$ cat src/include/sdm_regs.svh
`ifndef SDM_REGS_SVH
`define SDM_REGS_SVH
// register byte offsets
`define SDM_CTRL_OFS 8'h00
`define SDM_ZERO_THR_OFS 8'h04
`define SDM_LOW_THR_OFS 8'h08
`define SDM_UP_THR_OFS 8'h0C
`define SDM_OVSPD_OFS 8'h10
`define SDM_RATIO_OFS 8'h14
`define SDM_HARD_REF_OFS 8'h18
`define SDM_KP_OFS 8'h1C
`define SDM_ILIM_OFS 8'h20
`define SDM_FINAL_OFS 8'h24
`define SDM_ERR_OFS 8'h28
`define SDM_TORQUE_OFS 8'h2C
`define SDM_SLAVE_OFS 8'h30
`define SDM_STATUS_OFS 8'h34
// control field positions
`define SDM_CTRL_CLOSED 0
`define SDM_CTRL_SLAVE 1
`define SDM_CTRL_ENABLE 2
`define SDM_CTRL_HARDREF 3
`define SDM_CTRL_ABSWIN 4
`define SDM_CTRL_FD 5
`define SDM_CTRL_SINE_COSINE_ENCODER 6
`define SDM_CTRL_W 7
// status field positions
`define SDM_ST_ZERO 0
`define SDM_ST_AT 1
`define SDM_ST_ABOVE 2
`define SDM_ST_BELOW 3
`define SDM_ST_TRIP 4
`define SDM_ST_RES 5
// reset values (open loop: 0.1 Hz units, closed loop: rpm)
`define SDM_CTRL_RST 7'h00
`define SDM_ZERO_OL_RST 16'h000A
`define SDM_ZERO_CL_RST 16'h0005
`define SDM_BAND_OL_RST 16'h000A
`define SDM_BAND_CL_RST 16'h0005
`define SDM_OVSPD_RST 16'h2710
`define SDM_RATIO_RST 16'h0100
`define SDM_KP_RST 16'h00C8
`define SDM_ILIM_RST 16'h00C8
// value limits
`define SDM_SPEED_MAX 16'sh7530
`define SDM_FREQ_MAX 16'sh2710
`define SDM_RATIO_SHIFT 8
`define SDM_KP_SHIFT 4
`endif

$ cat src/include/sdm_pkg.sv
package sdm_pkg;
   // values coming from the drive's own ramp, encoder and feedback logic
   typedef struct packed {
      logic signed [15:0] ramp_out;
      logic signed [15:0] pre_ramp_ref;
      logic signed [15:0] motor_freq;
      logic signed [15:0] enc_fb;
      logic signed [15:0] res_fb;
      logic signed [15:0] sine_cosine_encoder_fb;
      logic res_fitted;
      logic sine_cosine_encoder_fitted;
      logic sample_tick;
   } sdm_drv_in_s;
   // speed monitor indicators
   typedef struct packed {
      logic zero_speed;
      logic at_speed;
      logic above_band;
      logic below_band;
      logic overspeed_trip;
      logic resolver_sel;
   } sdm_ind_s;
endpackage

$ cat src/hdl/sdm_top.sv
// The implementer's own choices: the APB register port and the register offsets.
`timescale 1ns/1ps
`include "sdm_regs.svh"
// How it works
// slave frequency reads zero outside slaving mode
// slaving reports fundamental output frequency
// output frequency locks to encoder pulse rate
// master sends quadrature or frequency-direction pulses
// disabled ignores pulses; lock survives reversal
// programmable fixed gear ratio master to slave
// final demand is ramp plus enabled hard ref
// final demand clamped thirty thousand, zero disabled
// fitted resolver module becomes feedback source
// sine-cosine module feedback selectable by setting
// speed error is demand minus feedback
// torque demand bounded by current limit
// open loop zero speed on frequency threshold
// closed loop zero speed on feedback threshold
// writable lower at-speed threshold with defaults
// writable upper at-speed threshold with defaults
// reference window band around pre-ramp reference
// absolute window band between thresholds
// boundaries inside; separate above, below flags
// overspeed trip above programmable threshold
// indicators re-evaluated every speed sample period
module sdm_top
   import sdm_pkg::*;
#(
   parameter bit CLOSED_LOOP_DEFAULT = 1'b0
)
(
   input wire logic pclk,
   input wire logic presetn,
   input wire logic clk_en,
   input wire logic psel,
   input wire logic penable,
   input wire logic pwrite,
   input wire logic [7:0] paddr,
   input wire logic [31:0] pwdata,
   output logic [31:0] prdata,
   output logic pready,
   output logic pslverr,
   input wire logic enc_a_pin,
   input wire logic enc_b_pin,
   input wire sdm_drv_in_s drv_in,
   output logic signed [15:0] slave_freq_dmd,
   output logic signed [15:0] final_demand,
   output logic signed [15:0] torque_demand,
   output sdm_ind_s ind
);

   // saturate a wide signed value into +-lim
   function automatic logic signed [15:0] sat16(input logic signed [31:0] v, input logic signed [15:0] lim);
      logic signed [31:0] l;
      l = 32'(lim);
      if (v > l)
         sat16 = lim;
      else if (v < -l)
         sat16 = -lim;
      else
         sat16 = v[15:0];
   endfunction

   // magnitude, widened so -32768 cannot wrap
   function automatic logic signed [17:0] mag18(input logic signed [15:0] v);
      mag18 = (v < 0) ? -18'(v) : 18'(v);
   endfunction

   logic [`SDM_CTRL_W-1:0] ctrl_r;
   logic [15:0] zero_thr_r, low_thr_r, up_thr_r, ovspd_r, ratio_r, kp_r, ilim_r;
   logic signed [15:0] hard_ref_r, speed_err_r, pulse_cnt_r;
   logic a_m_r, a_s_r, b_m_r, b_s_r, a_d_r, b_d_r;
   logic closed, slave_on, enabled, trip_clr;
   logic signed [15:0] fb_sel, pulse_step;
   logic signed [17:0] speed_mag, ref_mag, band_lo, band_hi;
   logic wr_en, rd_en;

   assign closed = ctrl_r[`SDM_CTRL_CLOSED];
   assign enabled = ctrl_r[`SDM_CTRL_ENABLE];
   assign slave_on = ctrl_r[`SDM_CTRL_SLAVE] && !closed;
   assign wr_en = psel && penable && pwrite;
   assign rd_en = psel && !penable && !pwrite;
   assign trip_clr = wr_en && paddr == `SDM_STATUS_OFS && pwdata[`SDM_ST_TRIP];

   // writable registers; zero and at-speed threshold defaults follow CLOSED_LOOP_DEFAULT, not the control register's loop bit
   always_ff @(posedge pclk or negedge presetn)
   begin
      if (!presetn)
      begin
         ctrl_r <= `SDM_CTRL_RST;
         zero_thr_r <= CLOSED_LOOP_DEFAULT ? `SDM_ZERO_CL_RST : `SDM_ZERO_OL_RST;
         low_thr_r <= CLOSED_LOOP_DEFAULT ? `SDM_BAND_CL_RST : `SDM_BAND_OL_RST;
         up_thr_r <= CLOSED_LOOP_DEFAULT ? `SDM_BAND_CL_RST : `SDM_BAND_OL_RST;
         ovspd_r <= `SDM_OVSPD_RST;
         ratio_r <= `SDM_RATIO_RST;
         hard_ref_r <= '0;
         kp_r <= `SDM_KP_RST;
         ilim_r <= `SDM_ILIM_RST;
      end
      else if (clk_en && wr_en)
      begin
         unique case (paddr)
            `SDM_CTRL_OFS: ctrl_r <= pwdata[`SDM_CTRL_W-1:0];
            `SDM_ZERO_THR_OFS: zero_thr_r <= pwdata[15:0];
            `SDM_LOW_THR_OFS: low_thr_r <= pwdata[15:0];
            `SDM_UP_THR_OFS: up_thr_r <= pwdata[15:0];
            `SDM_OVSPD_OFS: ovspd_r <= pwdata[15:0];
            `SDM_RATIO_OFS: ratio_r <= pwdata[15:0];
            `SDM_HARD_REF_OFS: hard_ref_r <= pwdata[15:0];
            `SDM_KP_OFS: kp_r <= pwdata[15:0];
            `SDM_ILIM_OFS: ilim_r <= pwdata[15:0];
            default: ;
         endcase
      end
   end

   // read data is latched in the setup phase so the access phase never waits
   always_ff @(posedge pclk or negedge presetn)
   begin
      if (!presetn)
      begin
         prdata <= '0;
         pready <= 1'b0;
         pslverr <= 1'b0;
      end
      else if (clk_en)
      begin
         pready <= 1'b1;
         pslverr <= psel && !penable && (paddr > `SDM_STATUS_OFS || paddr[1:0] != 2'h0);
         if (rd_en)
         begin
            unique case (paddr)
               `SDM_CTRL_OFS: prdata <= 32'(ctrl_r);
               `SDM_ZERO_THR_OFS: prdata <= 32'(zero_thr_r);
               `SDM_LOW_THR_OFS: prdata <= 32'(low_thr_r);
               `SDM_UP_THR_OFS: prdata <= 32'(up_thr_r);
               `SDM_OVSPD_OFS: prdata <= 32'(ovspd_r);
               `SDM_RATIO_OFS: prdata <= 32'(ratio_r);
               `SDM_HARD_REF_OFS: prdata <= 32'(hard_ref_r);
               `SDM_KP_OFS: prdata <= 32'(kp_r);
               `SDM_ILIM_OFS: prdata <= 32'(ilim_r);
               `SDM_FINAL_OFS: prdata <= 32'(final_demand);
               `SDM_ERR_OFS: prdata <= 32'(speed_err_r);
               `SDM_TORQUE_OFS: prdata <= 32'(torque_demand);
               `SDM_SLAVE_OFS: prdata <= 32'(slave_freq_dmd);
               `SDM_STATUS_OFS: prdata <= 32'(ind);
               default: prdata <= '0;
            endcase
         end
      end
   end

   // encoder pins are asynchronous: two flops before any decoding
   always_ff @(posedge pclk or negedge presetn)
   begin
      if (!presetn)
      begin
         a_m_r <= 1'b0;
         a_s_r <= 1'b0;
         b_m_r <= 1'b0;
         b_s_r <= 1'b0;
         a_d_r <= 1'b0;
         b_d_r <= 1'b0;
      end
      else if (clk_en)
      begin
         a_m_r <= enc_a_pin;
         a_s_r <= a_m_r;
         b_m_r <= enc_b_pin;
         b_s_r <= b_m_r;
         a_d_r <= a_s_r;
         b_d_r <= b_s_r;
      end
   end

   // pulse decode: frequency-direction counts rising edges of a, b gives sign;
   // quadrature counts every edge of a, direction from the phase of b
   always_comb
   begin
      pulse_step = '0;
      if (ctrl_r[`SDM_CTRL_FD])
      begin
         if (a_s_r && !a_d_r)
            pulse_step = b_s_r ? -16'sd1 : 16'sd1;
      end
      else if (a_s_r != a_d_r)
         pulse_step = (a_s_r == b_s_r) ? -16'sd1 : 16'sd1;
   end

   // pulses are counted only while slaving and enabled; the count is turned
   // into frequency once per sample, so the lock follows reversals sign-wise
   always_ff @(posedge pclk or negedge presetn)
   begin
      if (!presetn)
         pulse_cnt_r <= '0;
      else if (clk_en)
      begin
         if (!(slave_on && enabled))
            pulse_cnt_r <= '0;
         else if (drv_in.sample_tick)
            pulse_cnt_r <= pulse_step;
         else
            pulse_cnt_r <= 16'(pulse_cnt_r + pulse_step);
      end
   end

   // fundamental frequency demand = pulses per sample times gear ratio
   always_ff @(posedge pclk or negedge presetn)
   begin
      if (!presetn)
         slave_freq_dmd <= '0;
      else if (clk_en)
      begin
         if (!(slave_on && enabled))
            slave_freq_dmd <= '0;
         else if (drv_in.sample_tick)
            slave_freq_dmd <= sat16((32'(pulse_cnt_r) * 32'($signed({1'b0, ratio_r})))
                                    >>> `SDM_RATIO_SHIFT, `SDM_FREQ_MAX);
      end
   end

   // feedback source: resolver wins when fitted, else sine-cosine if chosen
   always_comb
   begin
      if (drv_in.res_fitted)
         fb_sel = drv_in.res_fb;
      else if (drv_in.sine_cosine_encoder_fitted && ctrl_r[`SDM_CTRL_SINE_COSINE_ENCODER])
         fb_sel = drv_in.sine_cosine_encoder_fb;
      else
         fb_sel = drv_in.enc_fb;
   end

   // speed path: demand, error and torque, refreshed each speed sample
   always_ff @(posedge pclk or negedge presetn)
   begin
      if (!presetn)
      begin
         final_demand <= '0;
         speed_err_r <= '0;
         torque_demand <= '0;
      end
      else if (clk_en)
      begin
         if (!enabled || !closed)
         begin
            final_demand <= '0;
            speed_err_r <= '0;
            torque_demand <= '0;
         end
         else if (drv_in.sample_tick)
         begin
            final_demand <= sat16(32'(drv_in.ramp_out) + (ctrl_r[`SDM_CTRL_HARDREF] ? 32'(hard_ref_r) : 32'sd0),
                                  `SDM_SPEED_MAX);
            speed_err_r <= sat16(32'(final_demand) - 32'(fb_sel), `SDM_SPEED_MAX);
            torque_demand <= sat16((32'(speed_err_r) * 32'($signed({1'b0, kp_r}))) >>> `SDM_KP_SHIFT,
                                   $signed(ilim_r));
         end
      end
   end

   // monitored magnitude and at-speed band edges
   always_comb
   begin
      speed_mag = closed ? mag18(fb_sel) : mag18(drv_in.motor_freq);
      ref_mag = mag18(drv_in.pre_ramp_ref);
      if (ctrl_r[`SDM_CTRL_ABSWIN])
      begin
         band_lo = 18'($signed({1'b0, low_thr_r}));
         band_hi = 18'($signed({1'b0, up_thr_r}));
      end
      else
      begin
         band_lo = 18'(ref_mag - $signed({2'b00, low_thr_r}));
         band_hi = 18'(ref_mag + $signed({2'b00, up_thr_r}));
      end
   end

   // indicators update on the sample tick, resolver_sel on every enabled cycle; a trip set beats its clear
   always_ff @(posedge pclk or negedge presetn)
   begin
      if (!presetn)
         ind <= '0;
      else if (clk_en)
      begin
         ind.resolver_sel <= drv_in.res_fitted;
         if (drv_in.sample_tick)
         begin
            ind.zero_speed <= speed_mag <= $signed({2'b00, zero_thr_r});
            ind.at_speed <= speed_mag >= band_lo && speed_mag <= band_hi;
            ind.above_band <= speed_mag > band_hi;
            ind.below_band <= speed_mag < band_lo;
         end
         if (drv_in.sample_tick && speed_mag > $signed({2'b00, ovspd_r}))
            ind.overspeed_trip <= 1'b1;
         else if (trip_clr)
            ind.overspeed_trip <= 1'b0;
      end
   end
endmodule

$ cat config.mk
export PLATFORM = sky130hd
export DESIGN_NAME = sdm_top
export DESIGN_NICKNAME = d
export VERILOG_FILES = /design/src/include/sdm_pkg.sv /design/src/hdl/sdm_top.sv
export VERILOG_INCLUDE_DIRS = /design/src /design/src/include
export SDC_FILE = /design/constraint.sdc
export NUM_CORES = 2
export LEC_CHECK = 0
export BUFFER_PORTS_ARGS = -buffer_cell sky130_fd_sc_hd__buf_2
export CORE_MARGIN = 2
export CORE_UTILIZATION = 50
export CTS_BUF_LIST = sky130_fd_sc_hd__clkbuf_16
export CTS_CLUSTER_DIAMETER = 50
export DETAILED_ROUTE_END_ITERATION = 8
export PLACE_DENSITY = 0.7
export SKIP_CTS_REPAIR_TIMING = 1
export SYNTH_ARGS = -nofsm -noshare
export SYNTH_HDL_FRONTEND = slang
export SYNTH_SLANG_ARGS = --single-unit
$ cat constraint.sdc
create_clock -name pclk -period 8.2 [get_ports pclk]
set_clock_uncertainty 0.15 [all_clocks]
set_input_delay 1.23 -clock pclk [delete_from_list [all_inputs] [get_ports pclk]]
set_output_delay 1.23 -clock pclk [all_outputs]
set_load 0.1 [all_outputs]
==> results.cfg <==
[timing]
period_minus_slack_ps = 8170
worst_slack_ps = 30.8
hold_violations = 0
period_share_pct = 99.6
fin_tns_setup_ps = 0
rsz0062_at_grt = yes
final-max-slew-violation-count = 0
worst_slew_pin_slew_ps = 1080
clock.fmax_ghz = 0.122
relSlewSlack_pct = 27.2
setup_viol = 0

[synthesis]
syn_area_per_cell_um2 = 8.78
async_flop_share_pct = 100
synth_top_area_cell = fa_1
synth.most_common_cell = inv_1
ys_types = 94
seq_area_frac_synth_pct = 16.2
synth_top_area_share_pct = 20.7
yosys_warnings = 0
synth_edf_count = 0
synthCells = 4325
netlist_area_um2 = 38000
synth_flop_cell = dfrtp_1
yosys_register_bits = 245
yosys-top-cells-count = inv_1 (645), ha_1 (435), nand2_1 (413)
synthTopCellsByArea = fa_1 (21%), dfrtp_1 (15%), ha_1 (14%)

[routing]
wirelength_mm = 124
drt-initial-drc-count = 3454
vias = 33787
via_per_inst = 5.98
ant_nets = 0
drtPass1Iterations = 6
wl_per_cell_um = 22.0
drcViolationCount = 0

[setup_path]
end_kind = register
slowest_delay_ps = 530
crit_path_start_kind = register
path_class = reg -> reg
cp_slowest_cell = fa_1
r2r_slack_ps = 30
cp_max_fo = 10
crit_required_ps = 8540
cp.arrival_ps = 8510
cp_common_cell = fa_1

[place]
port-buffer-count = 218
place.gp.congestion = 0.969
pre_cts_slack_ps = -345
dp_cells = 5549
dp_hpwl_mm = 99.5

[power]
irDropWorstVdd_mv = 0.163
power_w = 0.00423
p_leak_nw = 22.2
power_density_nw_per_um2 = 97.4

[cells_and_area]
drive_above_1_share_pct = 18.0
fin_cells = 5646
num-nets-final = 5609
syn2layout_area_growth_pct = 14.4
utilization_pct = 57.5

[global_route]
grt_max_degree = 169
antenna_found_initial = 3
grt_pass1_wl_mm = 191
grt_overflow = 0
grt_pass1_vias = 33467
grt_usage_pct = 31.6

[clocking]
cts_root_buf = clkbuf_16
insertion_delay_ps = 620
clock_path_buffers = 3
clk_pin_slew_worst_paths_ps = 60
cts_tree = done
numCtsBuffers = 41
clock_sinks = 245
h-tree-depth = 2

[flow_run]
max-cap-violations = 0

[die]
initial_core_util_pct = 50.2
die_h_um = 280
design.core.area_um2 = 75600
die_x_um = 280
fp.dieArea_um2 = 78200
fp-row-count = 101
ios = 235

[run_status]
status = completed

[min_path]
hold_path.class = reg -> reg
[flip-flops by register name, summed over array words and instances, names as in the netlist, 7 cells and up]
register        cells
prdata             17
final_demand       16
hard_ref_r         16
ilim_r             16
kp_r               16
low_thr_r          16
ovspd_r            16
pulse_cnt_r        16
ratio_r            16
slave_freq_dmd     16
speed_err_r        16
torque_demand      16
up_thr_r           16
zero_thr_r         16
ctrl_r              7
[path summary, 6_finish.rpt]
kind / from / end / depth (start not counted)
max: speed_err_r[12]$_DFFE_PN0P_ / torque_demand[9]$_DFFE_PN0P_ / 30
min: prdata[13]$_DFFE_PN0P_ / prdata[13]$_DFFE_PN0P_ / 1
max reg2reg: speed_err_r[12]$_DFFE_PN0P_ / torque_demand[9]$_DFFE_PN0P_ / 30
min reg2reg: prdata[13]$_DFFE_PN0P_ / prdata[13]$_DFFE_PN0P_ / 1
max in group asynchronous: presetn / ctrl_r[4]$_DFFE_PN0P_ / 2
min in group asynchronous: presetn / torque_demand[2]$_DFFE_PN0P_ / 1
[metrics by stage]
| stage | cell area [µm²] | hold slack [ps] |
|---|---|---|
| 6_report | 43400 | 338 |
| 5_1_grt | 43400 | 354 |
| 4_1_cts | 42700 | 338 |
| 3_5_place_dp | 41300 | 325 |
| 3_3_place_gp | 41300 | 322 |
| 2_1_floorplan | 38000 | 325 |
[layout make-up]
type / instances / area (µm²)
fillers: 6692 / 32100
multi-input cells: 3243 / 29100
flip-flops and latches: 245 / 6180
repair buffers: 455 / 3080
inverters: 648 / 2440
well taps: 978 / 1220
clock buffers: 41 / 1030
clock inverters: 35 / 372
diodes: 1 / 2.50
[report_power, final]
| part | leakage [nW] | internal (W) | total, W | switching, W |
|---|---|---|---|---|
| logic | 18.2 | 0.000370 | 0.00116 | 0.000788 |
| registers | 3.26 | 0.00124 | 0.00129 | 0.0000447 |
| clock network | 0.702 | 0.00104 | 0.00179 | 0.000742 |
[per-layer routing]
layer  vias up  GRT usage [%]  share of wire, %
met4         4           12.7               4.6
met1     16756           42.6                41
met3       322           5.55               9.2
met5         -              0             0.022
li1      15201              -                 -
met2      1504           50.6                45
[kinds of logic after synthesis]
| kind of cell | Yosys count | share of synthesized area, % |
|---|---|---|
| buf+inv | 841 | 8.52 |
| other cells | 2 | 0.0198 |
| mux | 173 | 5.10 |
| compound gates | 824 | 14.9 |
| xor+xnor | 151 | 3.52 |
| simple gates | 1260 | 16.7 |
| flops | 245 | 16.2 |
| fa+ha+maj | 829 | 35.1 |
[cells in the final DEF (no fill, tap or decap), drive strengths merged, types with 19 or more instances in the layout]
cell,Yosys,routed
nand2,414,414
and2,271,271
xor2,50,50
inv,646,665
and3,27,28
fa,393,393
a21oi,191,191
o21a,44,44
a221o,19,19
o21bai,19,19
mux2i,22,22
nand4,52,52
buf,30,455
o21ai,150,150
nor2b,31,31
a21o,68,68
a22o,38,38
dfrtp,227,227
a221oi,33,33
o31ai,21,21
a22oi,62,62
nor3,56,56
nand2b,43,43
a21boi,20,20
or3,20,20
nand3,70,70
xnor2,100,100
mux2,151,151
o211ai,19,19
clkbuf,163,41
nor2,202,202
ha,435,435
[worst max-delay path: cells and delay by family, from the launching register on]
kind	cells	cell delay, ps
DFF	1	500
buffers and inverters	4	470
adders and majority gates	8	3480
xor gates and xnor gates	1	130
AOI/OAI and AO/OA	11	2390
and+or+nand+nor	6	910
(Power assumes the default switching activity.)
